[config.mk]
export PLATFORM = sky130hd
export DESIGN_NAME = sft_port
export DESIGN_NICKNAME = d
export VERILOG_FILES = /design/src/sft_pkg.sv /design/src/sft_sync.sv /design/src/sft_buf.sv /design/src/sft_port.sv
export SDC_FILE = /design/constraint.sdc
export NUM_CORES = 1
export LEC_CHECK = 0
export ABC_AREA = 1
export BUFFER_PORTS_ARGS = -buffer_cell sky130_fd_sc_hd__buf_2
export CAP_MARGIN = 10
export CORE_AREA = 2 2 170 131
export DETAILED_ROUTE_END_ITERATION = 8
export DIE_AREA = 0 0 172 133
export PLACE_DENSITY = 0.75
export SLEW_MARGIN = 10
export SYNTH_ARGS = -nofsm -noshare
export SYNTH_HDL_FRONTEND = slang
export SYNTH_SLANG_ARGS = --single-unit
[constraint.sdc]
create_clock -name clk -period 3.7 [get_ports clk]
set_input_delay 0 -clock clk [delete_from_list [all_inputs] [get_ports clk]]
set_output_delay 0 -clock clk [all_outputs]
set_load 0.005 [all_outputs]
[src/sft_pkg.sv]
package sft_pkg;

  // Core clock and the three selectable serial clock rates.
  localparam int CLK_MHZ = 250;
  localparam int SCLK_SLOW_MHZ = 20;
  localparam int SCLK_MID_MHZ = 33;
  localparam int SCLK_FAST_MHZ = 50;

  // Half periods round up, so the pin clock never runs faster than the chosen rate.
  localparam logic [3:0] HALF_SLOW = 4'((CLK_MHZ + 2 * SCLK_SLOW_MHZ - 1) / (2 * SCLK_SLOW_MHZ));
  localparam logic [3:0] HALF_MID = 4'((CLK_MHZ + 2 * SCLK_MID_MHZ - 1) / (2 * SCLK_MID_MHZ));
  localparam logic [3:0] HALF_FAST = 4'((CLK_MHZ + 2 * SCLK_FAST_MHZ - 1) / (2 * SCLK_FAST_MHZ));

  localparam logic [1:0] RATE_SLOW = 2'h0;
  localparam logic [1:0] RATE_MID = 2'h1;
  localparam logic [1:0] RATE_FAST = 2'h2;

  // Address widths: three bytes reach 16 MB, four bytes reach 64 MB per select.
  localparam logic [2:0] ADDR_NONE = 3'h0;
  localparam logic [2:0] ADDR_THREE = 3'h3;
  localparam logic [2:0] ADDR_FOUR = 3'h4;
  localparam int ADDR_THREE_BITS = 24;
  localparam int ADDR_FOUR_BITS = 26;

  localparam logic [5:0] BYTE_BITS = 6'h08;
  localparam logic [3:0] RX_BYTE_BITS = 4'h8;

  // Between transfers the out line is driven low and the other lines float.
  localparam logic [3:0] IDLE_OE = 4'h1;
  localparam logic [3:0] IDLE_IO = 4'h0;

  typedef enum logic [1:0] {
    TGT_PRIMARY = 2'h0,
    TGT_SECONDARY = 2'h1,
    TGT_TRUSTED = 2'h2,
    TGT_TOUCH = 2'h3
  } sft_target_e;

  typedef enum logic [2:0] {
    MODE_SINGLE = 3'h0,
    MODE_DUAL_OUT = 3'h1,
    MODE_DUAL_IO = 3'h2,
    MODE_QUAD_OUT = 3'h3,
    MODE_QUAD_IO = 3'h4
  } sft_mode_e;

  typedef enum logic [5:0] {
    ST_IDLE = 6'h01,
    ST_OPC = 6'h02,
    ST_ADDR = 6'h04,
    ST_DUMMY = 6'h08,
    ST_DATA = 6'h10,
    ST_END = 6'h20
  } sft_state_e;

  typedef struct packed {
    sft_target_e target;
    sft_mode_e mode;
    logic isWrite;
    logic [2:0] addrBytes;
    logic [3:0] dummy;
    logic [7:0] opcode;
    logic [31:0] addr;
    logic [15:0] len;
  } sft_cmd_s;

  typedef struct packed {
    sft_state_e st;
    logic [31:0] sh;
    logic [5:0] bits;
    logic [2:0] lanes;
  } sft_phase_s;

  function automatic logic [2:0] addrLanes(input sft_mode_e m);
    case (m)
      MODE_DUAL_IO: addrLanes = 3'h2;
      MODE_QUAD_IO: addrLanes = 3'h4;
      default: addrLanes = 3'h1;
    endcase
  endfunction : addrLanes

  function automatic logic [2:0] dataLanes(input sft_mode_e m);
    case (m)
      MODE_DUAL_OUT, MODE_DUAL_IO: dataLanes = 3'h2;
      MODE_QUAD_OUT, MODE_QUAD_IO: dataLanes = 3'h4;
      default: dataLanes = 3'h1;
    endcase
  endfunction : dataLanes

  function automatic logic [3:0] laneMask(input logic [2:0] lanes);
    case (lanes)
      3'h2: laneMask = 4'h3;
      3'h4: laneMask = 4'hF;
      default: laneMask = 4'h1;
    endcase
  endfunction : laneMask

endpackage : sft_pkg

[src/sft_sync.sv]
`timescale 1ns/1ps
module sft_sync #(
  parameter int WIDTH = 8
) (
  // Clock and reset.
  input wire logic clk,
  input wire logic rst_n,
  // Pin levels and their synchronised copies.
  input wire logic [WIDTH-1:0] pinLevel,
  output logic [WIDTH-1:0] syncLevel
);

  logic [WIDTH-1:0] stage1_r;

  always_ff @(posedge clk) begin
    if (!rst_n) begin
      stage1_r <= '0;
      syncLevel <= '0;
    end else begin
      stage1_r <= pinLevel;
      syncLevel <= stage1_r;
    end
  end

endmodule : sft_sync

[src/sft_buf.sv]
`timescale 1ns/1ps
module sft_buf #(
  parameter int WIDTH = 8,
  parameter int DEPTH = 2
) (
  // Clock and reset.
  input wire logic clk,
  input wire logic rst_n,
  // Filling side.
  input wire logic inValid,
  input wire logic [WIDTH-1:0] inData,
  output logic inReady,
  // Draining side.
  output logic outValid,
  output logic [WIDTH-1:0] outData,
  input wire logic outReady
);

  localparam int IDX_W = (DEPTH > 1) ? $clog2(DEPTH) : 1;
  localparam logic [IDX_W:0] FULL = (IDX_W + 1)'(DEPTH);
  localparam logic [IDX_W-1:0] LAST = IDX_W'(DEPTH - 1);

  logic [WIDTH-1:0] mem_r [DEPTH];
  logic [IDX_W-1:0] rdIdx_r;
  logic [IDX_W-1:0] wrIdx_r;
  logic [IDX_W:0] count_r;
  logic push;
  logic pop;

  function automatic logic [IDX_W-1:0] bump(input logic [IDX_W-1:0] idx);
    bump = (idx == LAST) ? '0 : idx + 1'b1;
  endfunction : bump

  assign inReady = count_r != FULL;
  assign outValid = count_r != '0;
  assign outData = mem_r[rdIdx_r];
  assign push = inValid && inReady;
  assign pop = outValid && outReady;

  always_ff @(posedge clk) begin
    if (push) begin
      mem_r[wrIdx_r] <= inData;
    end
  end

  always_ff @(posedge clk) begin
    if (!rst_n) begin
      rdIdx_r <= '0;
      wrIdx_r <= '0;
      count_r <= '0;
    end else begin
      if (push) begin
        wrIdx_r <= bump(wrIdx_r);
      end
      if (pop) begin
        rdIdx_r <= bump(rdIdx_r);
      end
      if (push && !pop) begin
        count_r <= count_r + 1'b1;
      end else if (pop && !push) begin
        count_r <= count_r - 1'b1;
      end
    end
  end

endmodule : sft_buf

[src/sft_port.sv]
`timescale 1ns/1ps
module sft_port
  import sft_pkg::*;
(
  // Clock and reset.
  input wire logic clk,
  input wire logic rst_n,
  // Straps and rate.
  input wire logic [1:0] rateSel,
  input wire logic strapTrustedOnPort,
  input wire logic strapFlashMultiLine,
  // Command request.
  input wire logic cmdValid,
  input wire sft_cmd_s cmd,
  output logic cmdReady,
  output logic cmdReject,
  output logic cmdDone,
  // Write data stream.
  input wire logic txValid,
  input wire logic [7:0] txData,
  output logic txReady,
  // Read data stream.
  output logic rxValid,
  output logic [7:0] rxData,
  input wire logic rxReady,
  // Flash port pins.
  output logic flashPortSerialClock,
  output logic primaryFlashSelectN,
  output logic secondaryFlashSelectN,
  output logic trustedModuleSelectN,
  output logic flashPortOutLineDrive,
  output logic flashPortOutLineEnable,
  input wire logic flashPortOutLineSense,
  output logic flashPortInLineDrive,
  output logic flashPortInLineEnable,
  input wire logic flashPortInLineSense,
  output logic [1:0] flashPortUpperDataDrive,
  output logic [1:0] flashPortUpperDataEnable,
  input wire logic [1:0] flashPortUpperDataSense,
  // Touch port pins.
  output logic touchPortSerialClock,
  output logic touchDeviceSelectN,
  output logic touchPortOutLineDrive,
  output logic touchPortOutLineEnable,
  input wire logic touchPortOutLineSense,
  output logic touchPortInLineDrive,
  output logic touchPortInLineEnable,
  input wire logic touchPortInLineSense,
  output logic touchPortDataBit2Drive,
  output logic touchPortDataBit2Enable,
  input wire logic touchPortDataBit2Sense,
  output logic touchPortDataBit3Drive,
  output logic touchPortDataBit3Enable,
  input wire logic touchPortDataBit3Sense
);

  sft_state_e state_r;
  sft_cmd_s cmd_r;
  logic [3:0] half_r;
  logic [3:0] divCnt_r;
  logic sclk_r;
  logic endHigh_r;
  logic [31:0] sh_r;
  logic [5:0] bitsLeft_r;
  logic [2:0] lanes_r;
  logic [15:0] bytesLeft_r;
  logic waitTx_r;
  logic [7:0] rxSh_r;
  logic [3:0] rxBits_r;
  logic rxPend_r;
  logic [7:0] rxByte_r;
  logic cmdReady_r;
  logic cmdReject_r;
  logic cmdDone_r;
  logic flashSclk_r;
  logic [2:0] flashSel_r;
  logic [3:0] flashIo_r;
  logic [3:0] flashOe_r;
  logic touchSclk_r;
  logic touchSel_r;
  logic [3:0] touchIo_r;
  logic [3:0] touchOe_r;

  logic [7:0] syncLines;
  logic [3:0] sense;
  logic tick;
  logic busy;
  logic shifting;
  logic stallNow;
  logic beatEnd;
  logic phaseDone;
  logic lastByte;
  logic accept;
  logic cmdOk;
  logic txTake;
  logic bufInReady;
  logic csAct;
  logic flashAct;
  logic touchAct;
  logic [3:0] oeAct;
  logic [3:0] drv;
  logic [3:0] halfSel;
  logic [7:0] rxNext;
  logic [3:0] rxCount;
  sft_phase_s phNext;

  // Picks the phase after the current one; a multi-line read with no dummy beats gets one turnaround beat.
  function automatic sft_phase_s nextPhase(input sft_state_e cur, input sft_cmd_s c);
    sft_phase_s p;
    logic [4:0] dum;
    p.st = ST_END;
    p.sh = 32'h0;
    p.bits = 6'h01;
    p.lanes = 3'h1;
    dum = {1'b0, c.dummy};
    if (dum == 5'h0 && !c.isWrite && c.mode != MODE_SINGLE) begin
      dum = 5'h01;
    end
    if (cur == ST_OPC && c.addrBytes != ADDR_NONE) begin
      p.st = ST_ADDR;
      p.sh = (c.addrBytes == ADDR_THREE) ? {c.addr[23:0], 8'h00} : c.addr;
      p.bits = {c.addrBytes, 3'h0};
      p.lanes = addrLanes(c.mode);
    end else if ((cur == ST_OPC || cur == ST_ADDR) && dum != 5'h0) begin
      p.st = ST_DUMMY;
      p.bits = {1'b0, dum};
    end else if (cur != ST_DATA && c.len != 16'h0) begin
      p.st = ST_DATA;
      p.bits = BYTE_BITS;
      p.lanes = dataLanes(c.mode);
    end
    return p;
  endfunction : nextPhase

  sft_sync #(
    .WIDTH(8)
  ) u_sync (
    .clk(clk),
    .rst_n(rst_n),
    .pinLevel({touchPortDataBit3Sense, touchPortDataBit2Sense, touchPortInLineSense,
               touchPortOutLineSense, flashPortUpperDataSense, flashPortInLineSense,
               flashPortOutLineSense}),
    .syncLevel(syncLines)
  );

  // A receiver that stalls fills this buffer, which in turn holds the serial clock.
  sft_buf #(
    .WIDTH(8),
    .DEPTH(2)
  ) u_rxbuf (
    .clk(clk),
    .rst_n(rst_n),
    .inValid(rxPend_r),
    .inData(rxByte_r),
    .inReady(bufInReady),
    .outValid(rxValid),
    .outData(rxData),
    .outReady(rxReady)
  );

  always_comb begin
    case (rateSel)
      RATE_SLOW: halfSel = HALF_SLOW;
      RATE_MID: halfSel = HALF_MID;
      default: halfSel = HALF_FAST;
    endcase
  end

  always_comb begin
    cmdOk = rateSel != 2'h3;
    if (cmd.addrBytes == ADDR_THREE) begin
      cmdOk = cmdOk && (cmd.addr >> ADDR_THREE_BITS) == 32'h0;
    end else if (cmd.addrBytes == ADDR_FOUR) begin
      cmdOk = cmdOk && (cmd.addr >> ADDR_FOUR_BITS) == 32'h0;
    end else if (cmd.addrBytes != ADDR_NONE) begin
      cmdOk = 1'b0;
    end
    case (cmd.target)
      TGT_TRUSTED: cmdOk = cmdOk && strapTrustedOnPort && cmd.mode == MODE_SINGLE;
      TGT_TOUCH: cmdOk = cmdOk && cmd.mode inside {MODE_SINGLE, MODE_DUAL_IO, MODE_QUAD_IO};
      default: begin
        if (cmd.mode > MODE_DUAL_OUT || (cmd.isWrite && cmd.mode == MODE_DUAL_OUT)) begin
          cmdOk = cmdOk && strapFlashMultiLine;
        end
      end
    endcase
  end

  assign sense = (cmd_r.target == TGT_TOUCH) ? syncLines[7:4] : syncLines[3:0];
  assign busy = state_r != ST_IDLE;
  assign shifting = state_r inside {ST_OPC, ST_ADDR, ST_DUMMY, ST_DATA};
  assign tick = divCnt_r == half_r - 4'h1;
  assign stallNow = state_r == ST_DATA && !sclk_r &&
                    (waitTx_r || (!cmd_r.isWrite && rxBits_r == 4'h0 && rxPend_r));
  assign beatEnd = shifting && sclk_r && tick;
  assign phaseDone = beatEnd && bitsLeft_r == {3'h0, lanes_r};
  assign lastByte = bytesLeft_r == 16'h1;
  assign accept = cmdValid && cmdReady_r;
  assign txTake = waitTx_r && txValid;
  assign phNext = nextPhase(state_r, cmd_r);
  assign rxCount = rxBits_r + {1'b0, lanes_r};

  always_comb begin
    case (lanes_r)
      3'h2: rxNext = {rxSh_r[5:0], sense[1:0]};
      3'h4: rxNext = {rxSh_r[3:0], sense};
      default: rxNext = {rxSh_r[6:0], sense[1]};
    endcase
  end

  // Serial clock divider; the clock parks low while a stall holds the low phase.
  always_ff @(posedge clk) begin
    if (!rst_n) begin
      divCnt_r <= 4'h0;
      sclk_r <= 1'b0;
    end else begin
      divCnt_r <= (!busy || stallNow || tick) ? 4'h0 : divCnt_r + 4'h1;
      if (!shifting) begin
        sclk_r <= 1'b0;
      end else if (tick && !stallNow) begin
        sclk_r <= ~sclk_r;
      end
    end
  end

  // Transfer sequencer.
  always_ff @(posedge clk) begin
    if (!rst_n) begin
      state_r <= ST_IDLE;
      cmd_r <= '0;
      half_r <= HALF_SLOW;
      sh_r <= 32'h0;
      bitsLeft_r <= 6'h0;
      lanes_r <= 3'h1;
      bytesLeft_r <= 16'h0;
      endHigh_r <= 1'b0;
    end else begin
      case (state_r)
        ST_IDLE: begin
          if (accept && cmdOk) begin
            cmd_r <= cmd;
            half_r <= halfSel;
            state_r <= ST_OPC;
            sh_r <= {cmd.opcode, 24'h0};
            bitsLeft_r <= BYTE_BITS;
            lanes_r <= 3'h1;
          end
        end
        ST_OPC, ST_ADDR, ST_DUMMY: begin
          if (phaseDone) begin
            state_r <= phNext.st;
            sh_r <= phNext.sh;
            bitsLeft_r <= phNext.bits;
            lanes_r <= phNext.lanes;
            bytesLeft_r <= cmd_r.len;
          end else if (beatEnd) begin
            sh_r <= sh_r << lanes_r;
            bitsLeft_r <= bitsLeft_r - {3'h0, lanes_r};
          end
        end
        ST_DATA: begin
          if (txTake) begin
            sh_r <= {txData, 24'h0};
          end else if (phaseDone) begin
            if (lastByte) begin
              state_r <= ST_END;
            end
            bitsLeft_r <= BYTE_BITS;
            bytesLeft_r <= bytesLeft_r - 16'h1;
            sh_r <= sh_r << lanes_r;
          end else if (beatEnd) begin
            sh_r <= sh_r << lanes_r;
            bitsLeft_r <= bitsLeft_r - {3'h0, lanes_r};
          end
        end
        ST_END: begin
          if (tick) begin
            endHigh_r <= ~endHigh_r;
            if (endHigh_r) begin
              state_r <= ST_IDLE;
            end
          end
        end
        default: state_r <= ST_IDLE;
      endcase
    end
  end

  // Write data is asked for one byte at a time, at each byte boundary.
  always_ff @(posedge clk) begin
    if (!rst_n) begin
      waitTx_r <= 1'b0;
    end else if (txTake) begin
      waitTx_r <= 1'b0;
    end else if (phaseDone && cmd_r.isWrite) begin
      if ((state_r != ST_DATA && phNext.st == ST_DATA) || (state_r == ST_DATA && !lastByte)) begin
        waitTx_r <= 1'b1;
      end
    end
  end

  // Read bytes assemble msb first; a finished byte that the buffer takes late is kept.
  always_ff @(posedge clk) begin
    if (!rst_n) begin
      rxSh_r <= 8'h0;
      rxBits_r <= 4'h0;
      rxPend_r <= 1'b0;
      rxByte_r <= 8'h0;
    end else begin
      if (rxPend_r && bufInReady) begin
        rxPend_r <= 1'b0;
      end
      if (accept) begin
        rxBits_r <= 4'h0;
      end else if (beatEnd && state_r == ST_DATA && !cmd_r.isWrite) begin
        rxSh_r <= rxNext;
        if (rxCount == RX_BYTE_BITS) begin
          rxByte_r <= rxNext;
          rxPend_r <= 1'b1;
          rxBits_r <= 4'h0;
        end else begin
          rxBits_r <= rxCount;
        end
      end
    end
  end

  // Command handshake and status pulses.
  always_ff @(posedge clk) begin
    if (!rst_n) begin
      cmdReady_r <= 1'b0;
      cmdReject_r <= 1'b0;
      cmdDone_r <= 1'b0;
    end else begin
      cmdReady_r <= state_r == ST_IDLE && !accept;
      cmdReject_r <= accept && !cmdOk;
      cmdDone_r <= state_r == ST_END && tick && endHigh_r;
    end
  end

  assign csAct = shifting || (state_r == ST_END && !endHigh_r);
  assign flashAct = csAct && cmd_r.target != TGT_TOUCH;
  assign touchAct = csAct && cmd_r.target == TGT_TOUCH;
  assign drv = (lanes_r == 3'h4) ? sh_r[31:28] :
               (lanes_r == 3'h2) ? {2'h0, sh_r[31:30]} : {3'h0, sh_r[31]};

  // Lines drive only in the phases where the controller owns them.
  always_comb begin
    case (state_r)
      ST_OPC, ST_ADDR: oeAct = laneMask(lanes_r);
      ST_DUMMY: oeAct = (cmd_r.mode == MODE_SINGLE) ? IDLE_OE : 4'h0;
      ST_DATA: begin
        if (cmd_r.isWrite) begin
          oeAct = laneMask(lanes_r);
        end else begin
          oeAct = (cmd_r.mode == MODE_SINGLE) ? IDLE_OE : 4'h0;
        end
      end
      ST_END: oeAct = 4'h0;
      default: oeAct = IDLE_OE;
    endcase
  end

  // Every pin is a flop one cycle behind the sequencer, so pins move together.
  always_ff @(posedge clk) begin
    if (!rst_n) begin
      flashSclk_r <= 1'b0;
      flashSel_r <= 3'h7;
      flashIo_r <= IDLE_IO;
      flashOe_r <= IDLE_OE;
      touchSclk_r <= 1'b0;
      touchSel_r <= 1'b1;
      touchIo_r <= IDLE_IO;
      touchOe_r <= IDLE_OE;
    end else begin
      flashSclk_r <= flashAct && sclk_r;
      flashSel_r <= ~(flashAct ? 3'h1 << cmd_r.target : 3'h0);
      flashIo_r <= flashAct ? (drv & oeAct) : IDLE_IO;
      flashOe_r <= flashAct ? oeAct : IDLE_OE;
      touchSclk_r <= touchAct && sclk_r;
      touchSel_r <= ~touchAct;
      touchIo_r <= touchAct ? (drv & oeAct) : IDLE_IO;
      touchOe_r <= touchAct ? oeAct : IDLE_OE;
    end
  end

  assign cmdReady = cmdReady_r;
  assign cmdReject = cmdReject_r;
  assign cmdDone = cmdDone_r;
  assign txReady = waitTx_r;
  assign flashPortSerialClock = flashSclk_r;
  assign primaryFlashSelectN = flashSel_r[0];
  assign secondaryFlashSelectN = flashSel_r[1];
  assign trustedModuleSelectN = flashSel_r[2];
  assign flashPortOutLineDrive = flashIo_r[0];
  assign flashPortOutLineEnable = flashOe_r[0];
  assign flashPortInLineDrive = flashIo_r[1];
  assign flashPortInLineEnable = flashOe_r[1];
  assign flashPortUpperDataDrive = flashIo_r[3:2];
  assign flashPortUpperDataEnable = flashOe_r[3:2];
  assign touchPortSerialClock = touchSclk_r;
  assign touchDeviceSelectN = touchSel_r;
  assign touchPortOutLineDrive = touchIo_r[0];
  assign touchPortOutLineEnable = touchOe_r[0];
  assign touchPortInLineDrive = touchIo_r[1];
  assign touchPortInLineEnable = touchOe_r[1];
  assign touchPortDataBit2Drive = touchIo_r[2];
  assign touchPortDataBit2Enable = touchOe_r[2];
  assign touchPortDataBit3Drive = touchIo_r[3];
  assign touchPortDataBit3Enable = touchOe_r[3];

endmodule : sft_port

==> metrics <==
peak fanout along the critical path=26; average wire per standard cell=15.3 um; Synth area leader=dfxtp_1; WS Path Type=flop to flop; FF+latch count, synth=213; most common cell in the netlist=nand2_1; R2R Path End=bitsLeft_r[0]; Synth Instances=1,715; CTS tree=yes; status=completed; crit share post-route=76.0%; final WL=34,300 um; area delta synth->final=24.9%; CTS root buf=clkbuf_16; Die Y=133 um; Cells after DPL=2,073; Slew Viols, Final=0; Slew HR=30.0%; FP Rows=47; CP cell instances=nor2_4 > nand3_4 > nand2_2 > nor2_4 > nand2_1 > nand2_1 > nor2_1 > inv_1 > nand2_1 > a21oi_1; # setup viols final=0; Post-synth top cells=nand2_1 (452), inv_1 (198), dfxtp_1 (197), o21ai_0 (183), nand3_1 (137); Setup TNS Final=0 ns; Max Cap Viol=0; Place WS=0.985 ns; Area after DPL=12,300 um2; Ports=129; WP depth=10; clock sinks=213; fin util=67.0%; largest net degree at the start of global routing=58; slowest CP cell=nand2_1; vias in the first global route=11,028; CP Launch Type=flop; clk_lat worst skew=0.52 ns; peak supply drop=0.276 mV; Via density=5.38; Reg-to-Reg Start=state_r[2]; worst slew pin tran=1.04 ns; Most Frequent Cell on Critical Path=nand2_1; Post-synth EDFFs=16; critical path endpoint=bitsLeft_r[0]; DRC Markers=0; post-synth cell types=53; clk_skew=0.0201 ns; ys async rst share=0%; reg2reg path depth=10; DR vias=12,073; Yosys warnings=0; Starting Density=53.6%; antenna violations before repair=0; final worst slack=0.888 ns; fill count=1,788; Syn Std Cell Area=11,500 um2; ant diodes=0; peak per-stage delay on the critical path=0.53 ns; fraction of layout cells with a size suffix above 1=12.6%; delay-heaviest family, CP=simple AND/OR/NAND/NOR gates; Clock Pin Slew Worst Setup and Hold Paths=0.07 ns; pwr dens=440 nW/um2; Max Fclk=0.356 GHz; post-synthesis net count=1,822; Reg area=4420 um2; RSZ-0062 raised after global routing=false; register area share after synthesis=38.5%; Fin. Hold Viols=0; final instance area=14,300 um2; core area=21,400 um2; Lkg Pwr=6.41 nW; gr ovfl total=0; worst path bufs/invs=1; Synth Area per Inst=6.69 um2; Tot GR Track Use=29.8%; drt initial violations=1,383; predominant post-synthesis flop cell=dfxtp_1; total die area=22,900 um2; detailed placer's ending HPWL=22,400 um; Placer Congestion=0.948; hold crit path type=input port to flop; CP Launch Point=state_r[2]; post-synth top area share=34.4%; CTS Buf Count=23; first-pass GRT wire length=55,400 um; Required @ worst endpoint=4.12 ns; DRT Pass-1 Iters=6; Die X=172 um; H-tree Lvls=1; Final Non-Filler Cells=2,244; area of the multi-input gates=5910 um2; fin nets=2,041; minimum clock period after layout=2.81 ns; worst path arrival time=3.24 ns; Max clock buf depth=3; Antenna Nets Post-Route=0; CP Capture Type=flop; Synth area leaders=dfxtp_1 (34%), nand2_1 (15%), o21ai_0 (8.0%); Port Buf Inserts=128; reg-to-reg setup timing slack=0.89 ns
-- cells by family (layout without fill, tap and decap cells) --
| family | Yosys count | after routing | share of synthesized area (%) |
|---|---|---|---|
| AOI/OAI and AO/OA | 364 | 364 | 16.7 |
| xor gates and xnor gates | 13 | 13 | 0.992 |
| adders and majority gates | 13 | 13 | 1.55 |
| DFF | 213 | 213 | 38.5 |
| buffers and inverters | 294 | 529 | 10.1 |
| and+or+nand+nor | 807 | 807 | 31.1 |
| muxes | 11 | 11 | 1.05 |
-- area by class of cell --
type	count	area share, %
clock inverters	9	0.585
repair buffers	277	14.6
inverters	211	5.53
multi-input cells	1208	41.2
well taps	294	2.57
flip-flops and latches	213	30.9
clock buffers	32	4.68
-- how the worst min path moves through the flow --
stage | from | to | cells after the start
6_report | rst_n | cmd_r[30] | 3
3_5_place_dp | flashPortInLineSense | u_sync.stage1_r[1] | 3
3_3_place_gp | flashPortInLineSense | u_sync.stage1_r[1] | 3
5_1_grt | rst_n | cmd_r[46] | 3
4_1_cts | rst_n | cmd_r[30] | 3
2_1_floorplan | flashPortOutLineSense | u_sync.stage1_r[0] | 2
-- stage by stage --
stage | power, mW | hold slack (ns)
floorplan | 3.50 | 0.0976
global placement | 3.87 | 0.186
detailed placement | 3.88 | 0.184
CTS | 6.29 | 0.00107
global route | 6.61 | 0.0588
finish | 6.31 | 0.0130
-- report_power, final --
group,switching (mW),leakage [nW],internal [mW],total (mW)
clock,0.951,0.378,1.34,2.30
sequential,0.0792,1.77,2.42,2.50
combinational,0.984,4.26,0.528,1.51
total,2.01,6.41,4.29,6.31
-- worst register-to-register path: cells and delay by family, from the launching register on --
kind	cells	cell delay, ns
compound gates	1	0.14
buf+inv	1	0.23
simple gates	8	1.94
flops	1	0.41
-- timing repair --
action	CTS	global route
buffers inserted	0	0
hold endpoints to repair	84	0
resized for setup	0	0
hold buffers	130	0
-- cell usage in the layout (no fill, tap or decap), types with 3 or more instances in the layout --
cell / n
nand3_1: 136
clkbuf_16: 24
o21ai_0: 183
or2_2: 8
edfxtp_1: 16
nor3_1: 18
nor2_1: 136
nand4_1: 15
nand2_1: 452
clkbuf_1: 4
a21oi_1: 129
a22o_1: 8
nor2_4: 8
dlygate4sd3_1: 130
nor2_2: 4
ha_1: 11
xor2_1: 10
inv_2: 9
buf_4: 20
nand2_2: 7
mux2_2: 8
a211oi_1: 3
xnor2_1: 3
buf_2: 127
clkbuf_8: 4
nand3_2: 3
clkinv_2: 6
inv_1: 198
clkinv_1: 3
o211ai_1: 7
o21ai_1: 19
dfxtp_1: 197
nand3b_1: 5
o221ai_1: 5
mux2i_1: 3
-- metal layers --
metal,global-route usage [%],up-vias,wire [um]
li1,-,5993,-
met1,43.7,5442,15600
met2,44.4,577,14500
met3,6.82,59,3540
met4,6.35,2,641
met5,2.39,-,72
-- sequential cells by signal, indices dropped and copies added (netlist names), 6 cells and up, named ones only --
| name | cells |
|---|---|
| bitsLeft_r | 6 |
| bytesLeft_r | 16 |
| cmd_r | 61 |
| rxByte_r | 8 |
| rxSh_r | 7 |
| sh_r | 32 |
| state_r | 6 |
| u_rxbuf.mem_r | 16 |
| u_sync.stage1_r | 8 |
| u_sync.syncLevel | 8 |
(Power assumes the default switching activity.)
